## src/ics_regs.vh

```
// Register map, field positions and reset values of the input clock selector.
// Assumes inclusion by bare name from every selector source file except the rank picker.
`ifndef ICS_REGS_VH
`define ICS_REGS_VH

// Register offsets on the 12-bit register port
`define ICS_ADDR_SEL_CTRL    12'h052A
`define ICS_ADDR_SWITCH_MODE 12'h0536
`define ICS_ADDR_FAULT_MASK  12'h0537
`define ICS_ADDR_RANK_LO     12'h0538
`define ICS_ADDR_RANK_HI     12'h0539
`define ICS_ADDR_FB_CTRL     12'h0540
`define ICS_ADDR_STATUS      12'h0541
`define ICS_ADDR_BUF_CFG     12'h0949
`define ICS_ADDR_THRESHOLD   12'h094F

// Field positions
`define ICS_SEL_SRC_BIT      0
`define ICS_SEL_CODE_LSB     1
`define ICS_SEL_CODE_MSB     3
`define ICS_MODE_LSB         0
`define ICS_MODE_MSB         1
`define ICS_LOSS_MSK_LSB     0
`define ICS_LOSS_MSK_MSB     3
`define ICS_FREQ_MSK_LSB     4
`define ICS_FREQ_MSK_MSB     7
`define ICS_RANK_A_LSB       0
`define ICS_RANK_A_MSB       2
`define ICS_RANK_B_LSB       4
`define ICS_RANK_B_MSB       6
`define ICS_BUF_EN_LSB       0
`define ICS_BUF_EN_MSB       3
`define ICS_BUF_FMT_LSB      4
`define ICS_BUF_FMT_MSB      7
`define ICS_THR_LSB          4
`define ICS_THR_MSB          7
`define ICS_FB_EN_BIT        0

// Switching policy codes
`define ICS_MODE_MANUAL      2'h0
`define ICS_MODE_NONREVERT   2'h1
`define ICS_MODE_REVERT      2'h2

// Rank codes
`define ICS_RANK_NEVER       3'h0
`define ICS_RANK_LAST        3'h4

// Reset values
`define ICS_RST_SEL_CTRL     8'h00
`define ICS_RST_SWITCH_MODE  2'h0
`define ICS_RST_FAULT_MASK   8'h00
`define ICS_RST_RANK_0       3'h1
`define ICS_RST_RANK_1       3'h2
`define ICS_RST_RANK_2       3'h3
`define ICS_RST_RANK_3       3'h4
`define ICS_RST_BUF_CFG      4'hF
`define ICS_RST_THRESHOLD    4'h0
`define ICS_RST_FB_EN        1'h0

`endif

```

## src/ics_selector.v

```verilog
// Input clock selector: chooses which of four clock inputs feeds the loop.
// Assumes a one-cycle register port and fault flags synchronous to CORE_CLK.
//
// Behaviour
// Policy code 0 gives manual selection from pins or register field.
// Select-control bit 0 picks pins (0, default) or register field (1).
// Pin pair 00..11 selects input 0..3; outside party drives the pins.
// Feedback alignment mode turns input 3 into feedback; never a source.
// Manual choice without a valid clock drops the loop into holdover.
// Policy 1 runs automatic non-revertive, policy 2 automatic revertive.
// Automatic selection ignores both the select pins and register field.
// Automatic selection only considers inputs without unmasked faults.
// No valid input under automatic selection means holdover or free-run.
// Revertive: always the best-ranked valid input, switching up at once.
// Non-revertive: keep current while valid, else take best valid.
// Automatic selection is unavailable in feedback alignment mode.
// Signal-loss ignore bit per input: 0 counts loss, 1 ignores it.
// Frequency-fault ignore bit per input: 0 counts fault, 1 ignores it.
// Rank 1..4 descending importance, 0 never selected, 5..7 reserved.
// Buffer enable bit per input: 1 powers buffer up, 0 down.
// Format bit per input: 0 standard, 1 narrow-pulse CMOS.
// Threshold bit per input: 0 low CMOS, 1 standard for 1.8 V.
// Register select code 0..3 maps to input 0..3; 4..7 reserved.
// Equal best ranks resolve to the lowest-numbered input.
//
// The implementer's own choice: strobed register access.
`timescale 1ns/1ps
`include "ics_regs.vh"

module ics_selector #(
	parameter N = 4
) (
	// Clock and reset
	input  wire         CORE_CLK,
	input  wire         RST,
	// Register port
	input  wire [11:0]  REG_ADDR,
	input  wire [7:0]   REG_WDATA,
	input  wire         REG_WR,
	input  wire         REG_RD,
	output reg  [7:0]   REG_RDATA,
	// External select pins and fault monitors
	input  wire [1:0]   SEL_PINS,
	input  wire [N-1:0] SIGNAL_ABSENT_FLAG,
	input  wire [N-1:0] FREQUENCY_FAULT_FLAG,
	// Loop source control
	output reg  [1:0]   ACTIVE_INPUT,
	output reg          HOLDOVER_REQ,
	output reg          SWITCH_PULSE,
	output reg          FEEDBACK_ALIGNMENT_MODE,
	// Input buffer control
	output reg  [N-1:0] BUF_ENABLE,
	output reg  [N-1:0] BUF_PULSED_FORMAT,
	output reg  [N-1:0] THRESHOLD_LEVEL_BITS
);

	// Selection states, one-hot: MANUAL follows pins or register field,
	// AUTO follows the rank race and HOLD parks the loop with no usable source.
	// Every entry into AUTO passes through HOLD, so a policy change never
	// lands on a half-made decision.
	localparam [2:0] ST_MANUAL = 3'h1;
	localparam [2:0] ST_AUTO   = 3'h2;
	localparam [2:0] ST_HOLD   = 3'h4;

	// Software-visible configuration
	reg         select_from_register_flag_reg;
	reg [2:0]   select_code_reg;
	reg [1:0]   switch_mode_reg;
	reg [N-1:0] signal_loss_ignore_bits_reg;
	reg [N-1:0] freq_fault_ignore_bits_reg;
	reg [2:0]   source_rank_0_reg;
	reg [2:0]   source_rank_1_reg;
	reg [2:0]   source_rank_2_reg;
	reg [2:0]   source_rank_3_reg;
	reg         fb_mode_reg;

	// Selection state
	reg [2:0]   state_reg;
	reg [2:0]   state_next;
	reg [1:0]   sel_next;
	reg         hold_next;
	reg         switch_next;
	reg [7:0]   rdata_next;

	// Derived terms
	wire [3*N-1:0] rank_bus;
	wire [N-1:0]   live_ok;
	wire [N-1:0]   auto_ok;
	wire [1:0]     best_sel;
	wire           best_found;
	wire           auto_req;
	wire           auto_en;
	wire           revertive;
	wire [1:0]     manual_sel;
	wire           manual_code_ok;
	wire           manual_ok;
	wire [7:0]     status_word;

	assign rank_bus = {source_rank_3_reg, source_rank_2_reg,
		source_rank_1_reg, source_rank_0_reg};

	// Policy decode; code 3 is reserved and treated as manual
	assign auto_req = (switch_mode_reg == `ICS_MODE_NONREVERT) ||
		(switch_mode_reg == `ICS_MODE_REVERT);
	// Feedback alignment forces the manual path
	assign auto_en = auto_req & ~fb_mode_reg;
	assign revertive = (switch_mode_reg == `ICS_MODE_REVERT);

	// Manual source: pins decode directly, register code through its map
	assign manual_sel = select_from_register_flag_reg ?
		select_code_reg[1:0] : SEL_PINS;
	// Reserved register codes leave no usable source
	assign manual_code_ok = ~select_from_register_flag_reg |
		~select_code_reg[2];
	// Masks only steer the automatic race; a manual choice honours raw faults
	assign manual_ok = manual_code_ok & live_ok[manual_sel];

	// Status image: qualified inputs, spare zero, holdover and current source
	assign status_word = {auto_ok, 1'b0, HOLDOVER_REQ, ACTIVE_INPUT};

	// Per-input qualification
	ics_validity #(
		.N (N)
	) u_validity (
		.buf_en        (BUF_ENABLE),
		.signal_absent (SIGNAL_ABSENT_FLAG),
		.freq_fault    (FREQUENCY_FAULT_FLAG),
		.loss_ignore   (signal_loss_ignore_bits_reg),
		.freq_ignore   (freq_fault_ignore_bits_reg),
		.rank          (rank_bus),
		.fb_mode       (fb_mode_reg),
		.live_ok       (live_ok),
		.auto_ok       (auto_ok)
	);

	// Best-ranked candidate for automatic switching
	ics_rank_pick #(
		.N (N)
	) u_pick (
		.cand  (auto_ok),
		.rank  (rank_bus),
		.best  (best_sel),
		.found (best_found)
	);

	// Source selection; the pins and select field are not looked at in auto.
	// Leaving automatic mode applies the manual choice at once, so the pins
	// are obeyed on the very next edge instead of idling on the old source.
	always @* begin
		state_next = state_reg;
		sel_next = ACTIVE_INPUT;
		hold_next = HOLDOVER_REQ;
		switch_next = 1'b0;
		case (state_reg)
			ST_MANUAL: begin
				if (auto_en) begin
					// One parked cycle marks the hand-over to the rank race
					state_next = ST_HOLD;
					hold_next = 1'b1;
				end else begin
					sel_next = manual_sel;
					hold_next = ~manual_ok;
				end
			end
			ST_AUTO: begin
				if (!auto_en) begin
					// Policy dropped back to manual: obey it without a spare cycle
					state_next = ST_MANUAL;
					sel_next = manual_sel;
					hold_next = ~manual_ok;
				end else if (!best_found) begin
					state_next = ST_HOLD;
					hold_next = 1'b1;
				end else if (revertive) begin
					sel_next = best_sel;
					hold_next = 1'b0;
				end else if (!auto_ok[ACTIVE_INPUT]) begin
					sel_next = best_sel;
					hold_next = 1'b0;
				end else begin
					hold_next = 1'b0;
				end
			end
			ST_HOLD: begin
				if (!auto_en) begin
					// Same immediate hand-back as from the automatic state
					state_next = ST_MANUAL;
					sel_next = manual_sel;
					hold_next = ~manual_ok;
				end else if (best_found) begin
					state_next = ST_AUTO;
					sel_next = best_sel;
					hold_next = 1'b0;
				end else begin
					hold_next = 1'b1;
				end
			end
			default: begin
				state_next = ST_MANUAL;
				hold_next = 1'b1;
			end
		endcase
		// A switchover is flagged when a live source replaces another or ends holdover
		if (!hold_next && (sel_next != ACTIVE_INPUT || HOLDOVER_REQ)) begin
			switch_next = 1'b1;
		end
	end

	// Selection outputs; automatic holdover keeps the last source visible, manual holdover shows the chosen input.
	// The loop must only trust ACTIVE_INPUT while HOLDOVER_REQ is low.
	always @(posedge CORE_CLK) begin
		if (RST) begin
			state_reg <= ST_MANUAL;
			ACTIVE_INPUT <= 2'h0;
			HOLDOVER_REQ <= 1'b1;
			SWITCH_PULSE <= 1'b0;
		end else begin
			state_reg <= state_next;
			ACTIVE_INPUT <= sel_next;
			HOLDOVER_REQ <= hold_next;
			SWITCH_PULSE <= switch_next;
		end
	end

	// Register writes; reserved bits are not stored and read back as zero.
	// Buffer controls drive their pins straight from these flops, so a write
	// reaches the input buffers on the edge that accepts it.
	always @(posedge CORE_CLK) begin
		if (RST) begin
			select_from_register_flag_reg <= 1'b0;
			select_code_reg <= 3'h0;
			switch_mode_reg <= `ICS_RST_SWITCH_MODE;
			signal_loss_ignore_bits_reg <= 4'h0;
			freq_fault_ignore_bits_reg <= 4'h0;
			source_rank_0_reg <= `ICS_RST_RANK_0;
			source_rank_1_reg <= `ICS_RST_RANK_1;
			source_rank_2_reg <= `ICS_RST_RANK_2;
			source_rank_3_reg <= `ICS_RST_RANK_3;
			fb_mode_reg <= `ICS_RST_FB_EN;
			BUF_ENABLE <= `ICS_RST_BUF_CFG;
			BUF_PULSED_FORMAT <= 4'h0;
			THRESHOLD_LEVEL_BITS <= `ICS_RST_THRESHOLD;
			FEEDBACK_ALIGNMENT_MODE <= `ICS_RST_FB_EN;
		end else begin
			FEEDBACK_ALIGNMENT_MODE <= fb_mode_reg;
			if (REG_WR) begin
				case (REG_ADDR)
					`ICS_ADDR_SEL_CTRL: begin
						select_from_register_flag_reg <=
							REG_WDATA[`ICS_SEL_SRC_BIT];
						select_code_reg <=
							REG_WDATA[`ICS_SEL_CODE_MSB:`ICS_SEL_CODE_LSB];
					end
					`ICS_ADDR_SWITCH_MODE: begin
						switch_mode_reg <= REG_WDATA[`ICS_MODE_MSB:`ICS_MODE_LSB];
					end
					`ICS_ADDR_FAULT_MASK: begin
						signal_loss_ignore_bits_reg <=
							REG_WDATA[`ICS_LOSS_MSK_MSB:`ICS_LOSS_MSK_LSB];
						freq_fault_ignore_bits_reg <=
							REG_WDATA[`ICS_FREQ_MSK_MSB:`ICS_FREQ_MSK_LSB];
					end
					`ICS_ADDR_RANK_LO: begin
						source_rank_0_reg <=
							REG_WDATA[`ICS_RANK_A_MSB:`ICS_RANK_A_LSB];
						source_rank_1_reg <=
							REG_WDATA[`ICS_RANK_B_MSB:`ICS_RANK_B_LSB];
					end
					`ICS_ADDR_RANK_HI: begin
						source_rank_2_reg <=
							REG_WDATA[`ICS_RANK_A_MSB:`ICS_RANK_A_LSB];
						source_rank_3_reg <=
							REG_WDATA[`ICS_RANK_B_MSB:`ICS_RANK_B_LSB];
					end
					`ICS_ADDR_FB_CTRL: begin
						fb_mode_reg <= REG_WDATA[`ICS_FB_EN_BIT];
					end
					`ICS_ADDR_BUF_CFG: begin
						BUF_ENABLE <=
							REG_WDATA[`ICS_BUF_EN_MSB:`ICS_BUF_EN_LSB];
						BUF_PULSED_FORMAT <=
							REG_WDATA[`ICS_BUF_FMT_MSB:`ICS_BUF_FMT_LSB];
					end
					`ICS_ADDR_THRESHOLD: begin
						THRESHOLD_LEVEL_BITS <=
							REG_WDATA[`ICS_THR_MSB:`ICS_THR_LSB];
					end
					default: begin
						select_code_reg <= select_code_reg;
					end
				endcase
			end
		end
	end

	// Read mux; unmapped offsets read as zero and the status image reads live, unchanged by writes
	always @* begin
		rdata_next = 8'h00;
		case (REG_ADDR)
			`ICS_ADDR_SEL_CTRL: begin
				rdata_next = {4'h0, select_code_reg,
					select_from_register_flag_reg};
			end
			`ICS_ADDR_SWITCH_MODE: begin
				rdata_next = {6'h00, switch_mode_reg};
			end
			`ICS_ADDR_FAULT_MASK: begin
				rdata_next = {freq_fault_ignore_bits_reg,
					signal_loss_ignore_bits_reg};
			end
			`ICS_ADDR_RANK_LO: begin
				rdata_next = {1'b0, source_rank_1_reg, 1'b0, source_rank_0_reg};
			end
			`ICS_ADDR_RANK_HI: begin
				rdata_next = {1'b0, source_rank_3_reg, 1'b0, source_rank_2_reg};
			end
			`ICS_ADDR_FB_CTRL: begin
				rdata_next = {7'h00, fb_mode_reg};
			end
			`ICS_ADDR_STATUS: begin
				// Live view of qualification and the chosen source
				rdata_next = status_word;
			end
			`ICS_ADDR_BUF_CFG: begin
				rdata_next = {BUF_PULSED_FORMAT, BUF_ENABLE};
			end
			`ICS_ADDR_THRESHOLD: begin
				rdata_next = {THRESHOLD_LEVEL_BITS, 4'h0};
			end
			default: begin
				rdata_next = 8'h00;
			end
		endcase
	end

	// Read data stand only in the cycle after the strobe
	// Returning zero outside that cycle keeps a stale word from looking fresh
	always @(posedge CORE_CLK) begin
		if (RST) begin
			REG_RDATA <= 8'h00;
		end else if (REG_RD) begin
			REG_RDATA <= rdata_next;
		end else begin
			REG_RDATA <= 8'h00;
		end
	end

endmodule

```

## src/ics_validity.v

```verilog
// Per-input qualification for the input clock selector.
// Assumes fault flags are synchronous to the core clock; purely combinational.
`timescale 1ns/1ps
`include "ics_regs.vh"

module ics_validity #(
	parameter N = 4
) (
	// Per-input status and configuration
	input  wire [N-1:0]   buf_en,
	input  wire [N-1:0]   signal_absent,
	input  wire [N-1:0]   freq_fault,
	input  wire [N-1:0]   loss_ignore,
	input  wire [N-1:0]   freq_ignore,
	input  wire [3*N-1:0] rank,
	input  wire           fb_mode,
	// Qualification results
	output wire [N-1:0]   live_ok,
	output wire [N-1:0]   auto_ok
);

	genvar i;
	generate
		for (i = 0; i < N; i = i + 1) begin : g_in
			wire [2:0] r;
			wire       faults;
			wire       usable;
			assign r = rank[3*i+2:3*i];
			// Masked faults do not count against an input
			assign faults = (signal_absent[i] & ~loss_ignore[i]) |
				(freq_fault[i] & ~freq_ignore[i]);
			// A powered-down buffer carries no clock
			assign usable = buf_en[i] & ~(fb_mode & (i == N - 1));
			assign live_ok[i] = usable & ~signal_absent[i] & ~freq_fault[i];
			// Rank 0 and reserved codes keep the input out of the race
			assign auto_ok[i] = usable & ~faults & (r != `ICS_RANK_NEVER) &
				(r <= `ICS_RANK_LAST);
		end
	endgenerate

endmodule

```

## src/ics_rank_pick.v

```verilog
// Picks the best-ranked qualified input for automatic switching.
// Assumes the qualification vector already excludes rank 0 and reserved codes.
`timescale 1ns/1ps

module ics_rank_pick #(
	parameter N = 4
) (
	// Candidates
	input  wire [N-1:0]   cand,
	input  wire [3*N-1:0] rank,
	// Winner
	output reg  [1:0]     best,
	output reg            found
);

	integer   k;
	reg [2:0] best_rank;

	// Scan from the top so that on equal ranks the lowest index wins last
	always @* begin
		best = 2'h0;
		found = 1'b0;
		best_rank = 3'h7;
		for (k = N - 1; k >= 0; k = k - 1) begin
			if (cand[k] && (rank[3*k +: 3] <= best_rank)) begin
				best = k[1:0];
				best_rank = rank[3*k +: 3];
				found = 1'b1;
			end
		end
	end

endmodule

```

## config.mk

```make
export PLATFORM = sky130hd
export DESIGN_NAME = ics_selector
export DESIGN_NICKNAME = d
export VERILOG_FILES = /design/src/ics_selector.v /design/src/ics_validity.v /design/src/ics_rank_pick.v
export VERILOG_INCLUDE_DIRS = /design/src /design/src/src
export SDC_FILE = /design/constraint.sdc
export NUM_CORES = 1
export LEC_CHECK = 0
export BUFFER_PORTS_ARGS = -buffer_cell sky130_fd_sc_hd__buf_2
export CAP_MARGIN = 20
export CORE_ASPECT_RATIO = 0.8
export CORE_MARGIN = 2
export CORE_UTILIZATION = 55
export CTS_CLUSTER_SIZE = 10
export DETAILED_ROUTE_END_ITERATION = 6
export PLACE_DENSITY_LB_ADDON = 0.12
export SYNTH_ARGS = -nofsm -noshare
export SYNTH_HDL_FRONTEND = slang
export SYNTH_SLANG_ARGS = --single-unit
export TNS_END_PERCENT = 20
```

## constraint.sdc

```tcl
create_clock -name CORE_CLK -period 10.78 [get_ports CORE_CLK]
set_clock_uncertainty 0.2 [all_clocks]
set_input_delay 1.078 -clock CORE_CLK [delete_from_list [all_inputs] [get_ports CORE_CLK]]
set_output_delay 1.078 -clock CORE_CLK [all_outputs]
set_load 0.005 [all_outputs]
```

# After elaboration in Yosys (flattened, before gate mapping)
# Index checks and enable logic that the tools add are counted.
[totals]
output_inout_bits = 25
word_cells = 167
regBits = 55
inputBits = 34
memories = 0
romBits = 0
latch_bits = 0
ram_bits = 0
[classes]
order_cmp = 10
n_bitwise = 61
n_div = 0
shift = 0
eq_ne = 18
add_sub_neg = 0
multipliers = 0
muxes = 36
reduce_logical = 23
[op_table]
columns = ["operator", "count"]
rows = [
  ["$eq 12x11->1 const B", 7],
  ["$pmux 8 s9", 1],
  ["$and 1x1->1", 31],
  ["$not 1->1", 25],
  ["$eq 12x12->1 const B", 2],
  ["$mux 2", 12],
  ["$mux 3", 8],
  ["$reduce_and 2->1", 8],
  ["$le 3x3->1 const B", 5],
  ["$reduce_bool 3->1", 4],
  ["$mux 1", 10],
  ["$le 3x3->1", 3],
  ["$pmux 3 s3", 1],
  ["$lt 2x3->1 const B", 2],
  ["$ne 3x3->1 const B", 2],
  ["$pmux 2 s3", 1],
  ["$logic_and 1x1->1", 5],
  ["$or 1x1->1", 5],
  ["$bmux 1 s2", 2],
  ["$reduce_or 2->1", 2],
  ["$eq 3x1->1 const B", 1],
  ["$eq 3x2->1 const B", 1],
  ["$eq 3x3->1 const B", 1],
  ["$reduce_and 3->1", 1],
  ["other kinds (7)", 8],
]

# Depth between registers and ports, before layout
# Gate-level depths: netlist of the first run.
[depth]
depth_word = 27
depth_mapped = 25
ltp_nobuf = 23

# Modules after synthesis
# A second synthesis of the first run with hierarchy kept.
[hier_totals]
cells_unflattened = 403
area_unflattened_um2 = 3319.4
[modules_own_cells]
columns = ["module", "seq_area_each_um2", "area_each_um2", "cells_each", "instances"]
rows = [
  ["ics_selector", 1101.1, 2777.7, 323, 1],
  ["ics_rank_pick", 0.0, 379.1, 52, 1],
  ["ics_validity", 0.0, 162.7, 28, 1],
]

# Least setup slack after synthesis of the first run
# Ideal clock, no wire load.
[synth_timing]
kind = "in2reg"
from = "input port SIGNAL_ABSENT_FLAG[3]"
to = "register SWITCH_PULSE"
cell_stages = 21
required_ns = 10.446
path_slack_ns = 4.833
setup_ns = 0.134
arrival_time_ns = 5.613
path_buffers = 0
cell_sequence = "nor2b_1 a2111oi_4 or2b_2 ha_1 o22ai_1 a22oi_1 o211ai_2 nor2_1 a31o_2 ha_1 a211o_1 a211o_1 mux2_2 ha_1 a211o_1 a211o_1 and3_1 a2bb2o_4 nor4_2 a31oi_1 a41oi_2"
[synth_via]
elab_chain_cells = 26
word_cells_on_any_way = 49
classes_between = "3 x order compare; 1 x eq/ne; 27 x mux; 11 x bitwise; 7 x reduce/logical"
[synth_lines]
columns = ["element", "line_no", "rtl"]
rows = [
  ["from (decl)", "ics_selector.v:44", "input wire [N-1:0] SIGNAL_ABSENT_FLAG,"],
  ["$and 1x1->1", "ics_validity.v:30", "assign faults = (signal_absent[i] & ~loss_ignore[i]) |"],
  ["$or 1x1->1", "ics_validity.v:30", ""],
  ["$not 1->1", "ics_validity.v:36", "assign auto_ok[i] = usable & ~faults & (r != `ICS_RANK_NEVER) &"],
  ["$and 1x1->1 (3 in a row)", "ics_validity.v:36", ""],
  ["$logic_and 1x1->1", "ics_rank_pick.v:25", "if (cand[k] && (rank[3*k +: 3] <= best_rank)) begin"],
  ["$mux 3", "ics_rank_pick.v:25", ""],
  ["$le 3x3->1", "ics_rank_pick.v:25", ""],
  ["$logic_and 1x1->1", "ics_rank_pick.v:25", ""],
  ["(+8 left out)", "--", ""],
  ["$mux 2", "ics_selector.v:174", "end else if (revertive) begin"],
  ["$mux 2", "ics_selector.v:171", "end else if (!best_found) begin"],
  ["$mux 2", "ics_selector.v:166", "if (!auto_en) begin"],
  ["$pmux 2 s3", "ics_selector.v:154", "case (state_reg)"],
  ["$ne 2x2->1", "ics_selector.v:204", "if (!hold_next && (sel_next != ACTIVE_INPUT || HOLDOVER_REQ)) begin"],
  ["$logic_or 1x1->1", "ics_selector.v:204", ""],
  ["$logic_and 1x1->1 *", "ics_selector.v:204", ""],
  ["$mux 1 *", "ics_selector.v:204", ""],
  ["to (signal assigned)", "ics_selector.v:221", "SWITCH_PULSE <= switch_next;"],
  ["to (decl)", "ics_selector.v:49", "output reg SWITCH_PULSE,"],
]
# Every way passes the cells marked *; elsewhere a longest branch is shown, timed or not. The select of a mux whose other input is x is not followed.
# A chain may end at the register's enable or synchronous reset.

# Worst setup path after layout of the first run
# Ends and elaborated chain as after synthesis.

==> flow_metrics.py, run 1 <==
metrics = {
    "clock_network": {
        "clock_path_buffers": 2,
        "postCtsSetupRepairBufs": 0,
        "cts_buffers": 5,
        "ctsResizeCount": 0,
        "clk_pin_slew_ps": 110,
        "cts_root_buf": "clkbuf_8",
        "cts_tree": "yes",
        "cts_hold_buf": 0,
        "cts.sinks": 55,
        "htree_levels": 2,
        "clk_latency_ps": 320,
    },
    "die": {
        "ios": 59,
        "die_area_um2": 6400,
        "core_um2": 5500,
        "num_rows": 24,
        "die_h_um": 71.9,
        "die_x_um": 88.9,
        "start_util": 0.577,
    },
    "routing": {
        "first_pass_iters": 7,
        "drt-vias-per-instance": 6.19,
        "initialDrtViolationCount": 310,
        "post-route-drc-count": 0,
        "antenna_left": 0,
        "routed_wl_um": 8940,
        "num_vias": 3201,
        "routedWlPerCell_um": 17.3,
    },
    "final_layout": {
        "fin_nets": 480,
        "syn_to_final_growth_pct": 13.1,
        "drive_gt1_frac": 0.205,
        "antennaDiodeCount": 0,
        "design_area_um2": 3590,
        "largest_reg_flops": 8,
        "regMostFlops": "REG_RDATA",
        "multiInputGateArea_um2": 1900,
        "area.sequential_um2": 1100,
        "fillers": 492,
    },
    "placement": {
        "place_ws_ps": 4270,
        "hpwl_um": 6670,
        "gp_congestion": 0.937,
        "dpl-instance-area_um2": 3460,
        "io_buffers": 58,
    },
    "sta": {
        "tns_ps": 0,
        "drv_slew": 0,
        "setup_viol": 0,
        "tightest_slew_ps": 943,
        "setup_ws_ps": 4580,
        "fin_crit_ps": 6200,
        "hold_ws_ps": 268,
        "fin_crit_sh": 0.575,
        "slew_headroom": 0.364,
        "rsz0062_at_grt": "false",
        "fmax_ghz": 0.161,
        "finalHoldViolCount": 0,
    },
    "yosys": {
        "ys_ff_latch": 55,
        "netlist_area_um2": 3170,
        "synth_nets": 437,
        "syn_inst": 395,
        "ys_warn_count": 0,
        "synth_top_flop_cell": "dfxtp_1",
        "ys_seq_area_frac": 0.347,
        "syn_area_per_cell_um2": 8.03,
        "ys_types": 62,
        "ys_async_sr_fraction": 0,
        "synth-edff-count": 0,
    },
    "status": {
        "status": "complete, no violations",
    },
    "worst_setup_path": {
        "worst_setup_path_end_kind": "flop",
        "start_kind": "input pin",
        "crit_required_ps": 10780,
        "arrival_ps": 6200,
        "worstSetupPathType": "input pin to flop",
        "cp_max_fo": 8,
    },
    "power_and_ir_drop": {
        "p_leak_nw": 1.46,
        "p_per_area_nw_per_um2": 109,
        "ir_worst_vdd_mv": 0.0863,
        "power.total_mw": 0.391,
    },
    "global_routing": {
        "grt_max_degree": 47,
        "first_global_vias": 2844,
        "overflow": 0,
        "grt_usage": 0.292,
        "antenna_found_initial": 0,
        "grt_pass1_wl_um": 14300,
    },
    "min_path": {
        "hold_path_class": "flop to flop",
    },
    "flow_run": {
        "drv_cap": 0,
    },
}
[per-stage QoR]
step / std cells / util
after floorplan: 395 / -
after global placement: 507 / 0.629
after detailed placement: 508 / 0.630
after CTS: 516 / 0.652
after global routing: 517 / 0.653
final: 517 / 0.653
[critical path, stage by stage]
cell,delay [ps]
buf_2,100
nor2b_1,170
a2111oi_4,450
or2b_2,350
ha_1,290
o22ai_1,180
a22oi_1,100
o211ai_2,270
nor2_1,70
a31o_2,230
ha_1,290
a211o_1,260
a211o_1,340
mux2_2,310
ha_1,300
nor2_1,40
a31oi_1,130
a211o_1,200
nand3b_1,100
nor2b_1,470
nor3_1,100
a31oi_1,240
a41oi_2,120
[worst paths after layout]
path | to | startpoint | cells after the start | slack (ps)
min | switch_mode_reg[0]$_SDFFE_PP0P_ | switch_mode_reg[0]$_SDFFE_PP0P_ | 2 | 270
min reg2reg | switch_mode_reg[0]$_SDFFE_PP0P_ | switch_mode_reg[0]$_SDFFE_PP0P_ | 2 | 270
max reg2reg | SWITCH_PULSE$_SDFF_PP0_ | source_rank_3_reg[2]$_SDFFE_PP1P_ | 22 | 4620
max | SWITCH_PULSE$_SDFF_PP0_ | SIGNAL_ABSENT_FLAG[3] | 23 | 4580
[power by group]
group	internal [mW]	total [mW]	switching, mW	leakage (nW)
Sequential	0.204	0.206	0.00148	0.444
Clock	0.0718	0.148	0.0764	0.0607
Combinational	0.0149	0.0370	0.0221	0.953
Total	0.291	0.391	0.100	1.46
[cell families after synthesis]
logic type                 count (synthesis)  synth area share
adders and majority gates                  8            0.0315
DFF                                       55             0.347
xor gates and xnor gates                   5            0.0138
muxes                                     15            0.0493
and+or+nand+nor                          165             0.262
AOI/OAI and AO/OA                        104             0.239
buffers and inverters                     43            0.0576
[cells in the mapped netlist (4+ instances only)]
cell      count  share of area
nand3_1      21          0.033
inv_1        19          0.022
nor2b_1       9          0.018
clkbuf_1     18          0.021
dfxtp_1      55           0.35
mux2i_1      10          0.032
a21oi_1      38          0.060
a222oi_1      5          0.016
nor2_1       31          0.037
nand3b_1      5          0.012
mux2_2        5          0.018
a31oi_1       7          0.014
and2_1        4         0.0079
a21o_1        4         0.0095
ha_1          8          0.032
o21ai_0       5         0.0079
nand2_1      56          0.066
a211o_1       7          0.019
and3_1        5         0.0099
nor3_1        7          0.011
a22oi_1      12          0.028
[routing by layer]
layer	routed length, µm	part of all wire	vias to the layer above	track usage
li1	-	-	1515	-
met1	3850	0.43	1505	0.431
met2	4030	0.45	162	0.424
met3	897	0.10	19	0.0569
met4	150	0.017	0	0.104
met5	0	0	-	0
[placed cells by master (no fill, tap or decap), drive strengths merged, types with 6 or more instances in the layout]
cell / netlist / final
a211o: 7 / 7
dfxtp: 55 / 55
o21ai: 6 / 6
a21oi: 38 / 38
mux2i: 10 / 10
nand3: 21 / 21
a31oi: 7 / 7
a22oi: 12 / 12
nor3: 7 / 7
nor2: 31 / 31
inv: 19 / 21
buf: 5 / 60
ha: 8 / 8
nand2: 56 / 56
nor2b: 9 / 9
[final cells by class]
class | count | area share
inverters | 19 | 0.0199
clock inverters | 3 | 0.0139
well taps | 78 | 0.0272
multi-input cells | 297 | 0.528
clock buffers | 5 | 0.0192
repair buffers | 60 | 0.0850
flip-flops and latches | 55 | 0.307
No activity file was read; power rests on OpenSTA's default activity.
==> run 2, diff against run 1 <==
- clock period: 10.78 -> 6.2 ns (I/O delays scaled with it)
==> flow_metrics.py, run 2 (same netlist as run 1, synthesis figures left out) <==
metrics = {
    "sta": {
        "fmax_ghz": 0.169,
        "finalHoldViolCount": 0,
        "drv_slew": 0,
        "rsz0062_at_grt": "false",
        "tightest_slew_ps": 978,
        "fin_crit_sh": 0.956,
        "setup_viol": 0,
        "fin_crit_ps": 5920,
        "tns_ps": 0,
        "slew_headroom": 0.341,
    },
    "clock_network": {
        "clock_path_buffers": 2,
        "cts.sinks": 55,
        "cts_hold_buf": 0,
        "cts_root_buf": "clkbuf_8",
        "cts_buffers": 5,
        "clk_latency_ps": 320,
        "clk_pin_slew_ps": 110,
        "htree_levels": 2,
        "cts_tree": "yes",
    },
    "die": {
        "ios": 59,
        "die_area_um2": 6400,
        "start_util": 0.577,
        "die_x_um": 88.9,
        "die_h_um": 71.9,
        "num_rows": 24,
        "core_um2": 5500,
    },
    "final_layout": {
        "fillers": 498,
        "layout.cells.most_common": "buf_2",
        "largest_reg_flops": 8,
        "fin_nets": 483,
        "final_cell_mix": "buf_2, nand2_1, dfxtp_1, a21oi_1, nor2_1",
        "utilization": 0.658,
        "drive_gt1_frac": 0.215,
        "antennaDiodeCount": 0,
        "design_area_um2": 3620,
        "syn_to_final_growth_pct": 14.0,
        "regMostFlops": "REG_RDATA",
    },
    "routing": {
        "first_pass_iters": 5,
        "routed_wl_um": 9250,
        "initialDrtViolationCount": 264,
        "post-route-drc-count": 0,
        "num_vias": 3151,
        "drt-vias-per-instance": 6.06,
        "antenna_left": 0,
        "routedWlPerCell_um": 17.8,
    },
    "global_routing": {
        "grt_max_degree": 47,
        "overflow": 0,
        "grt_usage": 0.296,
        "first_global_vias": 2924,
        "antenna_found_initial": 0,
        "grt_pass1_wl_um": 14700,
    },
    "worst_setup_path": {
        "cp_top_family": "compound AO/OA/AOI/OAI gates",
        "arrival_ps": 5970,
        "r2r-start": "source_rank_3_reg[2]$_SDFFE_PP1P_",
        "crit_required_ps": 6250,
        "r2r_cells": 21,
        "worstSetupPathType": "flop to flop",
        "worst_setup_path_end_kind": "flop",
        "cp-startpoint": "source_rank_3_reg[2]$_SDFFE_PP1P_",
        "crit_chain": "or3b_4 > a2111oi_4 > or2b_2 > ha_1 > nor2_1 > a22oi_1 > o211ai_2 > nor2_1 > a31o_2 > ha_1 > a211o_1 > a211o_1 > mux2_2 > ha_1 > nor2_1 > a31oi_1 > a211o_1 > nand4_1 > o32a_2 > or2_2 > a41oi_2",
        "slowest_stage": "o32a_2",
        "start_kind": "flop",
        "path_depth": 21,
        "crit_buf_inv": 0,
        "cp_max_fo": 8,
        "cp_slowest_stage_delay_ps": 430,
    },
    "min_path": {
        "min_delay_path_depth": 2,
        "hold_path_class": "flop to flop",
        "hold_start": "switch_mode_reg[0]$_SDFFE_PP0P_",
    },
    "placement": {
        "gp_congestion": 0.947,
        "hpwl_um": 6680,
        "io_buffers": 58,
        "dpl-instance-area_um2": 3480,
    },
    "flow_run": {
        "drv_cap": 0,
    },
    "power_and_ir_drop": {
        "ir_worst_vdd_mv": 0.133,
        "power.total_mw": 0.681,
        "p_leak_nw": 1.48,
        "p_per_area_nw_per_um2": 188,
    },
    "status": {
        "status": "complete, no violations",
    },
}
run 2: changes by cell type in the layout (fill, tap and decap cells not counted), sizes merged:
cell and change:
buf +3
run 2: final cells by class:
type	instances	area (µm²)	area share
multi-input cells	297	1900	0.526
flip-flops and latches	55	1100	0.305
repair buffers	63	325	0.0899
well taps	78	97.6	0.0270
inverters	19	71.3	0.0197
clock buffers	5	68.8	0.0190
clock inverters	3	50.0	0.0138
run 2: worst min-delay path, cell delays in order, from the launching register on:
cell	delay [ps]
dfxtp_1	320
nand2_1	50
a21oi_1	50
run 2: path summary, 6_finish.rpt:
| check | endpoint | slack [ps] |
|---|---|---|
| setup / recovery | SWITCH_PULSE$_SDFF_PP0_ | 280 |
| hold / removal | switch_mode_reg[0]$_SDFFE_PP0P_ | 270 |
| setup reg to reg | SWITCH_PULSE$_SDFF_PP0_ | 280 |
| hold reg to reg | switch_mode_reg[0]$_SDFFE_PP0P_ | 270 |
run 2: per-layer routing:
metal	GRT usage	vias up	part of all wire	wire [µm]
met1	0.435	1466	0.45	4190
met5	0	-	0	0
met2	0.443	137	0.45	4140
met3	0.0569	25	0.078	720
li1	-	1523	-	-
met4	0.0892	0	0.022	204
run 2: per-stage QoR:
stage                     cells  hold slack, ps  worst slack (ps)
after global placement      510             249               411
after floorplan             395             236               651
after CTS                   518             264               192
after global routing        520             306              53.5
final                       520             268               275
after detailed placement    510             249               210
run 2: power by group:
part / switching [mW] / total (mW) / internal [mW]
registers: 0.00251 / 0.357 / 0.355
clock network: 0.133 / 0.257 / 0.125
logic: 0.0396 / 0.0664 / 0.0268
total: 0.175 / 0.681 / 0.506
run 2: timing repair:
action,CTS,global route
resized for setup,0,3
setup buffers,0,0
endpoints found under the hold margin,0,0
setup endpoints to repair,0,5
